## src/logic/rdsm_defines.svh

```systemverilog
// Offsets, field positions and timing counts for the device state controller
`ifndef RDSM_DEFINES_SVH
`define RDSM_DEFINES_SVH

// Register byte addresses
`define RDSM_CTRL_ADDR      12'h000
`define RDSM_OVR_ADDR       12'h004
`define RDSM_STAT_ADDR      12'h008
`define RDSM_FLAG_ADDR      12'h00C

// Control register fields
`define RDSM_CTRL_EXC_EN    0
`define RDSM_CTRL_LOOP_EN   1
`define RDSM_CTRL_RERUN     2
`define RDSM_CTRL_LEAVE     3

// Override register fields
`define RDSM_OVR_EXCUV      0
`define RDSM_OVR_INPUT      1
`define RDSM_OVR_SELFTEST   2
`define RDSM_OVR_READBACK   3

// Status register fields
`define RDSM_STAT_STATE_LO  0
`define RDSM_STAT_MON_EN    2
`define RDSM_STAT_DIAG_DONE 3
`define RDSM_STAT_DIAG_FLT  4

// Timing: clock period in ns and deglitch time in ns
`define RDSM_CLK_PERIOD_NS  50
`define RDSM_DEGLITCH_NS    70000
`define RDSM_DEGLITCH_CYC   ((`RDSM_DEGLITCH_NS + `RDSM_CLK_PERIOD_NS - 1) / `RDSM_CLK_PERIOD_NS)

`endif

```

## src/logic/rdsm_pkg.sv

```systemverilog
// Types shared by the device state controller
package rdsm_pkg;

    typedef enum logic [1:0] {
        RDSM_RESET  = 2'b00,
        RDSM_DIAG   = 2'b01,
        RDSM_NORMAL = 2'b10,
        RDSM_FAULT  = 2'b11
    } rdsm_state_e;

    // Fault inputs from the detectors, grouped by exciter handling
    typedef struct packed {
        logic offset_cal_fault;
        logic core_reg_overcurrent;
        logic thermal_warning_fault;
        logic user_nvm_crc_fault;
        logic trim_nvm_crc_fault;
        logic serial_comm_fault;
        logic exc_undervolt_fault;
        logic input_fault;
        logic tracking_input_error;
        logic analog_selftest_fault;
        logic logic_selftest_fault;
        logic fault_pin_readback_error;
        logic other_fault;
    } rdsm_faults_s;

    // Conditions that force internal reset
    typedef struct packed {
        logic supply_uv;
        logic core_uv;
        logic clock_loss;
        logic thermal_shutdown;
    } rdsm_reset_src_s;

    // Enables driven to the functional blocks
    typedef struct packed {
        logic boost;
        logic core_reg;
        logic exciter;
        logic loop;
        logic monitor;
        logic front_end;
        logic data_valid;
    } rdsm_enables_s;

endpackage

```

## src/logic/rdsm_state_ctrl.sv

```systemverilog
// Operating-state controller of a resolver-to-digital converter
//
// Behaviour
// (RULE1) Reset disables all blocks, fault pin low
// (RULE2) Supply, core, clock, thermal faults force reset
// (RULE3) Leave reset when cleared and pin high
// (RULE4) Start in diagnostics after reset release
// (RULE5) Diagnostics: regulators on, others off, pin low; front-end enable stays on
// (RULE6) Diagnostics runs CRC, self-tests, offset calibration
// (RULE7) Clean checks go normal, faults lock diagnostics
// (RULE8) Force-leave bit exits locked diagnostics
// (RULE9) Rerun bit returns normal to diagnostics; self-clear
// (RULE10) Commanded diagnostics disables exciter and loop
// (RULE11) Normal enables exciter, loop, then monitor
// (RULE12) Enable bits read back and control blocks
// (RULE13) Normal with all enabled gives valid data
// (RULE14) Fault in normal enters fault, pin released
// (RULE15) Fault state disables loop, freezes output data
// (RULE16) Listed faults keep exciter enabled
// (RULE17) Exciter undervoltage disables exciter unless overridden
// (RULE18) Input faults disable exciter unless overridden
// (RULE19) Self-test, readback faults obey their overrides
// (RULE20) Other faults block exciter until back normal
// (RULE21) Fault-clear pulse returns device to normal
// (RULE22) Host limits fault-clear pulse width and rate
// (RULE23) Reset pin release deglitched for 70 us
// (RULE24) Operating state readable from status register
// (RULE25) Fault-clear pin synchronised, acts on rising edge
`timescale 1ns/1ps
`include "rdsm_defines.svh"

module rdsm_state_ctrl #(
    parameter int DEGLITCH_CYC = `RDSM_DEGLITCH_CYC
) (
    // Clock and reset
    input  wire logic                     CLK,
    input  wire logic                     RST,
    // Control pins
    input  wire logic                     RESET_PIN_ACTIVE_LOW_N,
    input  wire logic                     FAULT_CLEAR_PIN,
    // Fault pin, open drain
    input  wire logic                     FAULT_PIN_IN,
    output logic                          FAULT_PIN_OUT,
    output logic                          FAULT_PIN_OE,
    // Detector inputs
    input  wire rdsm_pkg::rdsm_reset_src_s RESET_SRC,
    input  wire rdsm_pkg::rdsm_faults_s   FAULTS,
    // Self-check handshake
    output logic                          CHECK_START,
    input  wire logic                     CHECK_DONE,
    input  wire logic                     CHECK_FAULT,
    // Block enables
    output rdsm_pkg::rdsm_enables_s       ENABLES,
    output logic                          INTERNAL_POWER_ON_RESET_N,
    // APB slave
    input  wire logic                     PSEL,
    input  wire logic                     PENABLE,
    input  wire logic                     PWRITE,
    input  wire logic [11:0]              PADDR,
    input  wire logic [31:0]              PWDATA,
    output logic [31:0]                   PRDATA,
    output logic                          PREADY,
    output logic                          PSLVERR
);
    import rdsm_pkg::*;

    rdsm_state_e state_q;
    logic [2:0]  rst_sync_q;
    logic [2:0]  fclr_sync_q;
    logic        fclr_lvl_q;
    logic [31:0] deglitch_q;
    logic        por_n_q;
    logic        exc_en_q;
    logic        loop_en_q;
    logic        mon_en_q;
    logic        rerun_q;
    logic        leave_q;
    logic [3:0]  ovr_q;
    logic        diag_done_q;
    logic        diag_flt_q;
    logic        check_start_q;
    logic        exc_block_q;
    logic        fault_pin_q;
    logic        fault_oe_q;
    logic [31:0] prdata_q;
    logic        pready_q;
    logic        pslverr_q;
    logic [1:0]  seq_q;

    logic reset_cond;
    logic rst_pin_hi;
    logic fclr_rise;
    logic any_fault;
    logic exc_kill;
    logic apb_wr;
    logic apb_rd;
    logic wr_ctrl;
    logic wr_ovr;

    // Internal reset conditions
    assign reset_cond = |RESET_SRC; // see (RULE2)
    assign any_fault  = |FAULTS;

    // Faults whose handling turns the exciter off
    assign exc_kill = (FAULTS.exc_undervolt_fault && !ovr_q[`RDSM_OVR_EXCUV])       // see (RULE17)
                   || ((FAULTS.input_fault || FAULTS.tracking_input_error)
                       && !ovr_q[`RDSM_OVR_INPUT])                                  // see (RULE18)
                   || ((FAULTS.analog_selftest_fault || FAULTS.logic_selftest_fault)
                       && !ovr_q[`RDSM_OVR_SELFTEST])                               // see (RULE19)
                   || (FAULTS.fault_pin_readback_error && !ovr_q[`RDSM_OVR_READBACK])
                   || FAULTS.other_fault;                                           // see (RULE20)

    // Pin synchronisers: fault-clear level changes once stages two and three agree, reset pin reads high only when both are high
    always_ff @(posedge CLK) begin
        if (RST) begin
            rst_sync_q  <= 3'h0;
            fclr_sync_q <= 3'h7;
        end else begin
            rst_sync_q  <= {rst_sync_q[1:0], RESET_PIN_ACTIVE_LOW_N};
            fclr_sync_q <= {fclr_sync_q[1:0], FAULT_CLEAR_PIN};
        end
    end

    assign rst_pin_hi = rst_sync_q[1] && rst_sync_q[2];

    always_ff @(posedge CLK) begin
        if (RST) begin
            fclr_lvl_q <= 1'b1;
        end else if (fclr_sync_q[1] == fclr_sync_q[2]) begin
            fclr_lvl_q <= fclr_sync_q[2];
        end
    end

    // Fault-clear acts on the rising edge closing a high-low-high pulse
    assign fclr_rise = (fclr_sync_q[1] && fclr_sync_q[2]) && !fclr_lvl_q; // see (RULE25)

    // Internal power-on reset with release deglitch
    always_ff @(posedge CLK) begin
        if (RST) begin
            deglitch_q <= 32'h0;
            por_n_q    <= 1'b0;
        end else if (reset_cond || !rst_pin_hi) begin
            deglitch_q <= 32'h0;
            por_n_q    <= 1'b0;
        end else if (deglitch_q < DEGLITCH_CYC - 1) begin
            deglitch_q <= deglitch_q + 32'h1; // see (RULE23)
        end else begin
            por_n_q <= 1'b1; // see (RULE3)
        end
    end

    // APB decode, access phase with one wait state
    assign apb_wr  = PSEL && PENABLE && PWRITE && !pready_q;
    assign apb_rd  = PSEL && PENABLE && !PWRITE && !pready_q;
    assign wr_ctrl = apb_wr && (PADDR == `RDSM_CTRL_ADDR);
    assign wr_ovr  = apb_wr && (PADDR == `RDSM_OVR_ADDR);

    // Operating state
    always_ff @(posedge CLK) begin
        if (RST || !por_n_q) begin
            state_q <= RDSM_RESET; // see (RULE1)
        end else begin
            case (state_q)
                RDSM_RESET: state_q <= RDSM_DIAG; // see (RULE4)
                RDSM_DIAG: begin
                    if (leave_q && diag_flt_q) begin
                        state_q <= RDSM_NORMAL; // see (RULE8)
                    end else if (diag_done_q && !diag_flt_q) begin
                        state_q <= RDSM_NORMAL; // see (RULE7)
                    end
                end
                RDSM_NORMAL: begin
                    if (rerun_q) begin
                        state_q <= RDSM_DIAG; // see (RULE9)
                    end else if (any_fault) begin
                        state_q <= RDSM_FAULT; // see (RULE14)
                    end
                end
                RDSM_FAULT: begin
                    if (fclr_rise) begin
                        state_q <= RDSM_NORMAL; // see (RULE21)
                    end
                end
                default: state_q <= RDSM_RESET;
            endcase
        end
    end

    // Self-check run: start pulse on entry, result latched
    always_ff @(posedge CLK) begin
        if (RST || !por_n_q) begin
            check_start_q <= 1'b0;
            diag_done_q   <= 1'b0;
            diag_flt_q    <= 1'b0;
        end else begin
            check_start_q <= (state_q != RDSM_DIAG) && (state_q != RDSM_FAULT)
                             && ((state_q == RDSM_RESET) || rerun_q); // see (RULE6)
            if (state_q != RDSM_DIAG) begin
                diag_done_q <= 1'b0;
                diag_flt_q  <= 1'b0;
            end else if (CHECK_DONE && !diag_done_q) begin
                diag_done_q <= 1'b1;
                diag_flt_q  <= CHECK_FAULT; // see (RULE7)
            end
        end
    end

    // Self-clearing command bits; a write sets, completion clears
    always_ff @(posedge CLK) begin
        if (RST || !por_n_q) begin
            rerun_q <= 1'b0;
            leave_q <= 1'b0;
        end else begin
            if (wr_ctrl && PWDATA[`RDSM_CTRL_RERUN] && state_q == RDSM_NORMAL) begin
                rerun_q <= 1'b1;
            end else if (state_q == RDSM_DIAG) begin
                rerun_q <= 1'b0; // see (RULE9)
            end
            if (wr_ctrl && PWDATA[`RDSM_CTRL_LEAVE] && state_q == RDSM_DIAG) begin
                leave_q <= 1'b1;
            end else if (state_q == RDSM_NORMAL) begin
                leave_q <= 1'b0; // see (RULE8)
            end
        end
    end

    // Override bits
    always_ff @(posedge CLK) begin
        if (RST || !por_n_q) begin
            ovr_q <= 4'h0;
        end else if (wr_ovr) begin
            ovr_q <= PWDATA[3:0];
        end
    end

    // Exciter blocked by severe faults until normal is reached again
    always_ff @(posedge CLK) begin
        if (RST || !por_n_q) begin
            exc_block_q <= 1'b0;
        end else if (FAULTS.other_fault) begin
            exc_block_q <= 1'b1; // see (RULE20)
        end else if (state_q == RDSM_NORMAL && !any_fault) begin
            exc_block_q <= 1'b0;
        end
    end

    // Enable sequence: exciter, then loop, then monitor
    always_ff @(posedge CLK) begin
        if (RST || !por_n_q || state_q == RDSM_DIAG) begin
            exc_en_q  <= 1'b0; // see (RULE5) (RULE10)
            loop_en_q <= 1'b0;
            mon_en_q  <= 1'b0;
            seq_q     <= 2'h0;
        end else if (state_q == RDSM_FAULT || (state_q == RDSM_NORMAL && any_fault)) begin
            loop_en_q <= 1'b0; // see (RULE15)
            if (exc_kill || exc_block_q) begin
                exc_en_q <= 1'b0; // see (RULE16)
            end
            seq_q <= 2'h0;
        end else if (state_q == RDSM_NORMAL) begin
            if (seq_q != 2'h3) begin
                seq_q <= seq_q + 2'h1;
            end
            if (seq_q == 2'h0) begin
                exc_en_q <= 1'b1; // see (RULE11)
            end
            if (seq_q == 2'h1) begin
                loop_en_q <= 1'b1;
            end
            if (seq_q == 2'h2) begin
                mon_en_q <= 1'b1;
            end
            if (wr_ctrl && seq_q == 2'h3) begin
                exc_en_q  <= PWDATA[`RDSM_CTRL_EXC_EN] && !exc_block_q; // see (RULE12)
                loop_en_q <= PWDATA[`RDSM_CTRL_LOOP_EN];
            end
        end
    end

    // Fault pin: low in reset, diagnostics and normal, released in fault
    always_ff @(posedge CLK) begin
        if (RST || !por_n_q) begin
            fault_pin_q <= 1'b0;
            fault_oe_q  <= 1'b1; // see (RULE1)
        end else begin
            fault_pin_q <= 1'b0;
            fault_oe_q  <= !(state_q == RDSM_FAULT); // see (RULE14) (RULE5) (RULE13)
        end
    end

    // Enables and data valid
    always_ff @(posedge CLK) begin
        if (RST || !por_n_q) begin
            ENABLES <= '0; // see (RULE1)
        end else begin
            ENABLES.boost      <= 1'b1; // see (RULE5)
            ENABLES.core_reg   <= 1'b1;
            ENABLES.front_end  <= 1'b1;
            ENABLES.exciter    <= exc_en_q;
            ENABLES.loop       <= loop_en_q;
            ENABLES.monitor    <= mon_en_q;
            ENABLES.data_valid <= (state_q == RDSM_NORMAL) && exc_en_q && loop_en_q
                                  && mon_en_q; // see (RULE13) (RULE15)
        end
    end

    // APB read data and ready
    always_ff @(posedge CLK) begin
        if (RST) begin
            prdata_q  <= 32'h0;
            pready_q  <= 1'b0;
            pslverr_q <= 1'b0;
        end else begin
            pready_q  <= PSEL && PENABLE && !pready_q;
            pslverr_q <= 1'b0;
            if (apb_rd) begin
                case (PADDR)
                    `RDSM_CTRL_ADDR: prdata_q <= {28'h0, leave_q, rerun_q, loop_en_q, exc_en_q};
                    `RDSM_OVR_ADDR:  prdata_q <= {28'h0, ovr_q};
                    `RDSM_STAT_ADDR: prdata_q <= {27'h0, diag_flt_q, diag_done_q, mon_en_q,
                                                  state_q}; // see (RULE24)
                    `RDSM_FLAG_ADDR: prdata_q <= {19'h0, FAULTS};
                    default: begin
                        prdata_q  <= 32'h0;
                        pslverr_q <= 1'b1;
                    end
                endcase
            end else if (PSEL && PENABLE && !pready_q) begin
                prdata_q  <= 32'h0;
                pslverr_q <= !((PADDR == `RDSM_CTRL_ADDR) || (PADDR == `RDSM_OVR_ADDR));
            end
        end
    end

    assign FAULT_PIN_OUT             = fault_pin_q;
    assign FAULT_PIN_OE              = fault_oe_q;
    assign CHECK_START               = check_start_q;
    assign INTERNAL_POWER_ON_RESET_N = por_n_q;
    assign PRDATA                    = prdata_q;
    assign PREADY                    = pready_q;
    assign PSLVERR                   = pslverr_q;

    // Checks
    chk_fault_pin_rel: assert property (@(posedge CLK) disable iff (RST) // see (RULE14)
        (por_n_q && state_q == RDSM_FAULT) |=> !FAULT_PIN_OE)
        else $error("fault pin not released in fault state");
    chk_reset_blocks_off: assert property (@(posedge CLK) disable iff (RST) // see (RULE1)
        !por_n_q |=> (ENABLES == '0 && FAULT_PIN_OE))
        else $error("blocks enabled during reset");
    chk_reset_source: assert property (@(posedge CLK) disable iff (RST) // see (RULE2)
        reset_cond |=> !por_n_q)
        else $error("reset condition did not reset logic");
    chk_diag_exciter_off: assert property (@(posedge CLK) disable iff (RST) // see (RULE5)
        (por_n_q && state_q == RDSM_DIAG) |=> ##1 (!ENABLES.exciter || state_q != RDSM_DIAG))
        else $error("exciter on in diagnostics");
    chk_after_reset_diag: assert property (@(posedge CLK) disable iff (RST) // see (RULE4)
        $rose(por_n_q) |=> state_q == RDSM_DIAG)
        else $error("did not start in diagnostics");
    chk_seq_order: assert property (@(posedge CLK) disable iff (RST) // see (RULE11)
        $rose(mon_en_q) |-> (exc_en_q || exc_block_q) && loop_en_q)
        else $error("monitor enabled out of order");
    chk_fault_loop_off: assert property (@(posedge CLK) disable iff (RST) // see (RULE15)
        (por_n_q && state_q == RDSM_FAULT) |=> !loop_en_q)
        else $error("loop enabled in fault state");
    chk_exc_undervolt: assert property (@(posedge CLK) disable iff (RST) // see (RULE17)
        (por_n_q && state_q == RDSM_FAULT && FAULTS.exc_undervolt_fault
         && !ovr_q[`RDSM_OVR_EXCUV]) |=> !exc_en_q)
        else $error("exciter kept on after undervoltage");
    chk_rerun_clear: assert property (@(posedge CLK) disable iff (RST) // see (RULE9)
        (rerun_q && state_q == RDSM_DIAG) |=> !rerun_q)
        else $error("rerun bit not self-cleared");
    chk_data_valid: assert property (@(posedge CLK) disable iff (RST) // see (RULE13)
        ENABLES.data_valid |-> $past(state_q) == RDSM_NORMAL)
        else $error("data valid outside normal");
endmodule

```

## config.mk

```make
export PLATFORM = sky130hd
export DESIGN_NAME = rdsm_state_ctrl
export DESIGN_NICKNAME = d
export VERILOG_FILES = /design/src/logic/rdsm_pkg.sv /design/src/logic/rdsm_state_ctrl.sv
export VERILOG_INCLUDE_DIRS = /design/src /design/src/logic
export SDC_FILE = /design/constraint.sdc
export NUM_CORES = 1
export LEC_CHECK = 0
export BUFFER_PORTS_ARGS = -buffer_cell sky130_fd_sc_hd__buf_2
export CORE_MARGIN = 2
export CORE_UTILIZATION = 45
export CTS_CLUSTER_SIZE = 20
export DETAILED_ROUTE_END_ITERATION = 6
export PLACE_DENSITY_LB_ADDON = 0.25
export SETUP_SLACK_MARGIN = 0.5
export SYNTH_ARGS = -nofsm -noshare
export SYNTH_HDL_FRONTEND = slang
export SYNTH_SLANG_ARGS = --single-unit
```

## constraint.sdc

```tcl
create_clock -name CLK -period 4.94 [get_ports CLK]
set_clock_uncertainty 0.05 [all_clocks]
set_input_delay 0.247 -clock CLK [delete_from_list [all_inputs] [get_ports CLK]]
set_output_delay 0.247 -clock CLK [all_outputs]
set_load 0.03 [all_outputs]
```

# Yosys cells after proc, flatten, opt, wreduce, memory -nomap -nowiden

Index checks and enable logic that the tools add are counted.

Register bits after elaboration: 99
Input port bits: 71
Output and inout bits: 45
Logic and storage cells: 155

Add/subtract/negate cells: 2
Order comparisons: 1
Eq/ne operators: 17
Multiplexer cells: 26
Bitwise logic cells: 1
Reduce and logical (&&, ||, !) cells: 80

Operator list:

| cell                  | number |
|---|---|
| $mux 32               | 2 |
| $pmux 13 s4           | 1 |
| $add 32x1->32 const B | 1 |
| $lt 32x11->1 const B  | 1 |
| $logic_and 1x1->1     | 31 |
| $eq 12x4->1 const B   | 2 |
| $mux 1                | 16 |
| $logic_not 1->1       | 15 |
| $logic_or 1x1->1      | 13 |
| $reduce_or 13->1      | 1 |
| $eq 12x3->1 const B   | 1 |
| $logic_not 12->1      | 1 |
| $reduce_bool 2->1     | 6 |
| $mux 2                | 5 |
| $reduce_and 3->1      | 3 |
| $eq 2x2->1 const B    | 4 |
| $pmux 2 s4            | 1 |
| $reduce_or 4->1       | 2 |
| $mux 7                | 1 |
| $ne 2x2->1 const B    | 3 |
| $ne 3x3->1 const B    | 2 |
| $reduce_or 2->1       | 3 |
| $eq 2x1->1 const B    | 2 |
| $logic_not 2->1       | 2 |
| 6 further kinds       | 8 |

# Depth between registers and ports, before layout

Gate-level depths: netlist of the first run.

Depth after elaboration: 9
Gate-level depth with buffers: 6
Mapped depth without buffers: 6

# Worst setup path after synthesis of the first run

OpenSTA, ideal clock, no wires.

Path kind: register to register
Start: reg deglitch_q[0]
End: reg deglitch_q[7]
Setup time: 0.132 ns
Arrival: 1.556 ns
Required time: 4.758 ns
Setup slack: 3.202 ns
Stages on the path, launching flop included: 7
Buffers on the path: 0
Period minus slack after synthesis: 1.738 ns
Cells stage by stage: dfxtp_1 > ha_1 > a21oi_1 > o21ai_2 > a2111oi_2 > a31o_1 > a21oi_1

Cells in the longest elaborated chain, start to end: 1
Elaborated cells between the ends (all ways): 2
Classes of those cells: add/sub: 1; order compare: 1

Ends and longest elaborated chain:

| what                                          | RTL line                                       | RTL |
|---|---|---|
| start, declared                               | rdsm_state_ctrl.sv:71                          | `logic [31:0] deglitch_q;` |
| start signal, assigned                        | rdsm_state_ctrl.sv:146                         | `deglitch_q <= deglitch_q + 32'h1;` |
| $add 32x1->32 or $lt 32x11->1 (tied branches) | rdsm_state_ctrl.sv:146, rdsm_state_ctrl.sv:145 |  |

Several ways; a longest one is shown, not always the timed one.
A chain may end at the register's enable or synchronous reset.

# Worst setup path after layout of the first run

Start: reg pready_q (netlist: PREADY)
End: reg prdata_q[9] (netlist: PRDATA[9])

Cells in the longest elaborated chain, start to end: 3
Elaborated cells between the ends (all ways): 5
Classes of those cells: mux: 1; reduce/logical: 4

Ends and longest elaborated chain:

| what                                         | RTL line                                       | RTL |
|---|---|---|
| start, declared                              | rdsm_state_ctrl.sv:86                          | `logic pready_q;` |
| start signal, assigned                       | rdsm_state_ctrl.sv:314                         | `pready_q <= PSEL && PENABLE && !pready_q;` |
| $logic_not 1->1 (*)                          | rdsm_state_ctrl.sv:154, rdsm_state_ctrl.sv:328 |  |
| $logic_and 1x1->1 (on tied branches)         | rdsm_state_ctrl.sv:154, rdsm_state_ctrl.sv:328 |  |
| $mux 32 or $reduce_bool 2->1 (tied branches) | n/a                                            |  |
| end signal, assigned                         | rdsm_state_ctrl.sv:318                         | `` `RDSM_CTRL_ADDR: prdata_q <= {28'h0, leave_q, rerun_q, loop_en_q, exc_en_q}; `` |
| end signal, assigned                         | rdsm_state_ctrl.sv:319                         | `` `RDSM_OVR_ADDR: prdata_q <= {28'h0, ovr_q}; `` |
| end signal, assigned                         | rdsm_state_ctrl.sv:320                         | `` `RDSM_STAT_ADDR: prdata_q <= {27'h0, diag_flt_q, diag_done_q, mon_en_q, `` |
| end, declared                                | rdsm_state_ctrl.sv:85                          | `logic [31:0] prdata_q;` |

Every way passes the cells marked *; elsewhere a longest branch is shown, timed or not.

==> results of run 1 <==
## cells by family after synthesis
logic type | after synthesis | synth area share, %
flip-flops | 78 | 46.3
buffers and inverters | 45 | 7.50
AO/OA/AOI/OAI | 57 | 13.3
AND/OR/NAND/NOR | 134 | 23.9
XOR/XNOR | 7 | 1.82
multiplexers | 11 | 4.86
adder cells (fa/ha/maj) | 6 | 2.23
other | 1 | 0.111
## cells in the mapped netlist, drive strengths merged, types with 3 or more instances
master,n
xnor2,7
nand2,13
ha,6
mux2,3
nand3,10
clkbuf,11
a2111oi,5
nand2b,6
and3,3
a211oi,3
nor2b,6
dfxtp,78
a22oi,12
nor3,8
nand4,6
o21ai,8
a21oi,15
nor2,38
and2,22
buf,23
or2,3
inv,11
mux2i,4
mux4,4
nor4,10
## final cells by class
cell class / count / area, sq um
timing repair buffer: 66 / 330
sequential: 78 / 1560
tap: 99 / 124
inverter: 11 / 41.3
multi-input combinational: 235 / 1630
clock buffer: 14 / 153
clock inverter: 1 / 30.0
fill: 683 / 3380
## metal layers
metal / up-vias / share of wire (%)
li1: 1270 / -
met3: 2 / 6.8
met2: 76 / 48
met4: 0 / 0.40
met5: - / 0
met1: 1198 / 45
## report_power, final
part           leakage [nW]  internal (mW)  switching (mW)  total (mW)
logic                 0.831         0.0211          0.0431      0.0642
clock network        0.0908          0.246           0.207       0.453
registers             0.630          0.631        0.000985       0.632
total                  1.55          0.898           0.251        1.15
## flip-flops by register name, summed over array words and instances, names as in the netlist, 2 cells and up
name         cells
deglitch_q      32
PRDATA          13
ENABLES          5
ovr_q            4
fclr_sync_q      3
rst_sync_q       3
seq_q            2
state_q          2
## worst reg2reg max path, delay by kind of cell (launching register included)
family | cells | cell delay [ps]
AOI/OAI and AO/OA | 1 | 150
DFF | 1 | 320
and+or+nand+nor | 4 | 1650
## path summary, 6_finish.rpt
kind | depth (start not counted) | end
worst max register to register | 5 | PRDATA[9]
worst max-delay path | 5 | PRDATA[9]
worst min-delay path | 2 | fclr_sync_q[0]
worst min register to register | 1 | fclr_sync_q[1]
==> results.yml, run 1 <==
timing:
  max_freq_mhz: 447
  finalSetupViolations: 0
  rsz0062_at_grt: "no"
  hold_viol_final: 0
  slew_headroom_pct: 17.2
  drv_slew: 0
  worstMarginPinSlew_ps: 1220
  post-route-period-util_pct: 45.3
  finalWorstSetupSlack_ps: 2700
  layout_min_cycle_time_ps: 2240
  whs_ps: 44.1
  fin_setup_tns_ps: 0
route:
  route.detailed.drc: 0
  dr.pass1.iters: 4
  vias: 2546
  vias_per_cell: 5.05
  drt_first_iter_violations: 64
  finalWirelength_mm: 6.58
  wl_per_cell_um: 13.1
  antenna_left: 0
floorplan:
  core_area_sq_um: 7250
  pin_count: 116
  die_w_um: 90.6
  die_y_um: 90.6
  die_area_sq_um: 8200
  std_cell_rows: 31
  initial_core_util_pct: 46.5
yosys:
  synth_edf_count: 0
  synth_area_leaders: "dfxtp_1, buf_4, nor2_1, and2_1, a22oi_1"
  avgSynthCellArea_sq_um: 9.95
  synth-seq-cells: 78
  synth_top_area_cell: "dfxtp_1"
  ys_seq_area_share_pct: 46.3
  yosys.area.top_type_share_pct: 46.3
  async_reset_ff_share_pct: 0
  ys_types: 55
  syn_inst: 339
  synth_ff_type: "dfxtp_1"
  synth_warnings: 0
  synth.cell_area_sq_um: 3370
global_routing:
  globalRoute.totalOverflow: 0
  use_met3_pct: 6.51
  met1_usage_pct: 20.6
  top_usage_layer: "met2"
  met2_usage_pct: 27.9
  grt_pass1_wl_mm: 11.3
  grt_pass1_vias: 2454
  grt_start_max_net_pins: 24
  antenna_found_initial: 0
  grt_usage_pct: 16.8
clock_tree:
  cts_hold_buf: 0
  post_cts_resized: 0
  ctsRootBufferMaster: "clkbuf_8"
  htree_levels: 3
  worstSkewPairLatency_ps: 340
  cts_tree: "done"
  clkTransAtPathRegs_ps: 80
  cts_setup_buffers: 0
  ctsLongestPathBuffers: 2
  cts_buffers: 9
  clock-sinks: 78
pwr:
  ir_drop_v: 0.000203
  p_per_area_nw_per_um2: 297
  cellLeakagePower_nw: 1.55
  power_mw: 1.15
setup_path:
  crit_slowest_cell: "nor4bb_1"
  critPathMaxFanout: 8
  path_cells: "and3b_1 -> nand4_1 -> nor4bb_1 -> a22oi_1 -> nor2_1"
  critPathTopFamily: "simple AND/OR/NAND/NOR gates"
  endpoint_kind: "flop"
  arrival_ps: 2460
  critPathKind: "flop to flop"
  crit_buf_inv: 0
  crit_start: "PREADY"
  required_ps: 5170
  reg2reg_slack_ps: 2700
  rr_startpoint: "PREADY"
  critPathLaunchType: "flop"
  critPathMaxStageDelay_ps: 1080
final_layout:
  antenna_cells: 0
  final_common_cell: "dfxtp_1"
  final_cells: 504
  area_growth_pct: 14.7
  nets: 478
  most-common-layout-cells: "dfxtp_1, buf_2, nor2_1"
  finalInstanceArea_sq_um: 3870
  final_core_util_pct: 53.3
  drive_gt1_share_pct: 26.4
worst_hold_path:
  min_from: "FAULT_CLEAR_PIN"
  hp-class: "primary input to flop"
placed_design:
  finalWeightedCongestion: 0.862
  dp_slack_ps: 2450
  dp_cells: 489
  placed_area_sq_um: 3690
  place_hpwl_mm: 4.88
  numPortBuffers: 66
outcome:
  status: "complete, no violations"
flow_run:
  maxCapViolCount: 0
(Power assumes the default switching activity.)
==> run 2, diff against run 1 <==
- clock period: 4.94 -> 2.15 ns (I/O delays scaled with it)
==> run 2 against run 1 <==
First-iteration DRC count increased by 22%. Highest routed layer unchanged. Via count increased by 4.1%. Critical endpoint is now deglitch_q[8]. Cell area increased by 8.2%. Power increased by 140%. Sequential power increased by 130%. Largest power group unchanged. Largest cell class unchanged.
==> results.yml, run 2 (synthesis gave the netlist of run 1 again) <==
final_layout:
  nets: 502
  final_cells: 528
  most-common-layout-cells: "dfxtp_1, buf_2, nor2_1"
  regMostFlops: "deglitch_q"
  area_growth_pct: 24.1
  finalInstanceArea_sq_um: 4180
  antenna_cells: 0
  final_common_cell: "dfxtp_1"
  drive_gt1_share_pct: 30.3
  fillers: 657
  largest_reg_flops: 32
setup_path:
  rr_startpoint: "deglitch_q[0]"
  r2r_end: "deglitch_q[8]"
  critPathMaxStageDelay_ps: 460
  crit_slowest_cell: "a2111oi_4"
  r2r_cells: 6
  critPathLaunchType: "flop"
  crit_start: "deglitch_q[0]"
  crit_end: "deglitch_q[8]"
  endpoint_kind: "flop"
  critPathKind: "flop to flop"
  path_cells: "ha_2 -> a21oi_4 -> o21ai_4 -> a2111oi_4 -> a31o_1 -> a21oi_1"
  required_ps: 2300
  arrival_ps: 1880
  critPathMaxFanout: 4
  reg2reg_slack_ps: 420
placed_design:
  placed_area_sq_um: 3730
  place_hpwl_mm: 5.02
  finalWeightedCongestion: 0.870
  numPortBuffers: 66
  dp_slack_ps: 346
  dp_cells: 492
timing:
  slew_headroom_pct: 60.2
  fin_setup_tns_ps: 0
  layout_min_cycle_time_ps: 1730
  finalSetupViolations: 0
  worstMarginPinSlew_ps: 595
  max_freq_mhz: 578
  drv_slew: 0
  finalWorstSetupSlack_ps: 418
  rsz0062_at_grt: "yes"
  post-route-period-util_pct: 80.5
  hold_viol_final: 0
global_routing:
  grt_usage_pct: 17.7
  grt_start_max_net_pins: 24
  antenna_found_initial: 0
  globalRoute.totalOverflow: 0
  grt_pass1_vias: 2574
  grt_pass1_wl_mm: 11.8
route:
  vias: 2650
  route.detailed.drc: 0
  vias_per_cell: 5.02
  wl_per_cell_um: 13.1
  drt_first_iter_violations: 78
  dr.pass1.iters: 4
  finalWirelength_mm: 6.90
  antenna_left: 0
pwr:
  p_per_area_nw_per_um2: 660
  ir_drop_v: 0.000386
  cellLeakagePower_nw: 1.68
clock_tree:
  cts_buffers: 9
  clock-sinks: 78
  ctsLongestPathBuffers: 2
  htree_levels: 3
  ctsRootBufferMaster: "clkbuf_8"
  clkTransAtPathRegs_ps: 80
  cts_tree: "done"
  worstSkewPairLatency_ps: 340
floorplan:
  pin_count: 116
  die_y_um: 90.6
  initial_core_util_pct: 46.5
  std_cell_rows: 31
  core_area_sq_um: 7250
  die_w_um: 90.6
  die_area_sq_um: 8200
worst_hold_path:
  hp-class: "primary input to flop"
flow_run:
  maxCapViolCount: 0
outcome:
  status: "complete, no violations"
[run 2: worst max-delay path, delay by kind of cell (launching register included)]
| family | cells | cell delay (ps) |
|---|---|---|
| compound gates | 5 | 970 |
| fa+ha+maj | 1 | 220 |
| flops | 1 | 350 |
[run 2: cell type report]
| type | count | area (sq um) | share of cell area, % |
|---|---|---|---|
| clock buffer | 10 | 128 | 3.05 |
| timing repair buffer | 90 | 562 | 13.4 |
| clock inverter | 5 | 75.1 | 1.79 |
| inverter | 11 | 41.3 | 0.987 |
| sequential | 78 | 1570 | 37.5 |
| multi-input combinational | 235 | 1690 | 40.3 |
| tap | 99 | 124 | 2.96 |
[run 2: metal layers]
metal  part of all wire [%]  wire length [um]  GRT usage, %
met5                      0                 0             0
met4                    1.0                70          4.49
met3                    6.5               450          5.76
met2                     49              3400          29.9
met1                     43              2980          21.8
[run 2: repair_timing]
action,CTS,global route
endpoints found under the setup margin,9,23
hold buffers,14,0
endpoints found under the hold margin,14,0
gates resized for setup,5,6
setup buffers,6,1
pin swaps,7,3
[run 2: report_power, final]
part	switching (mW)	internal, mW
Clock	0.499	0.642
Sequential	0.00220	1.45
Combinational	0.102	0.0655
[run 2: stage by stage]
step / util [%] / power, mW / hold slack (ps)
floorplan: - / 1.61 / 129
global placement: 51.5 / 1.63 / 244
detailed placement: 51.5 / 1.63 / 245
CTS: 57.3 / 2.80 / 4.00
global route: 57.7 / 2.87 / 19.4
finish: 57.7 / 2.76 / 14.9
[run 2: worst min path at each step]
stage	from	endpoint	cells past startpoint
floorplan	RST	rst_sync_q[0]	1
global placement	FAULT_CLEAR_PIN	fclr_sync_q[0]	2
detailed placement	FAULT_CLEAR_PIN	fclr_sync_q[0]	2
CTS	CHECK_DONE	diag_done_q	3
global route	CHECK_DONE	diag_done_q	3
finish	CHECK_DONE	diag_done_q	3
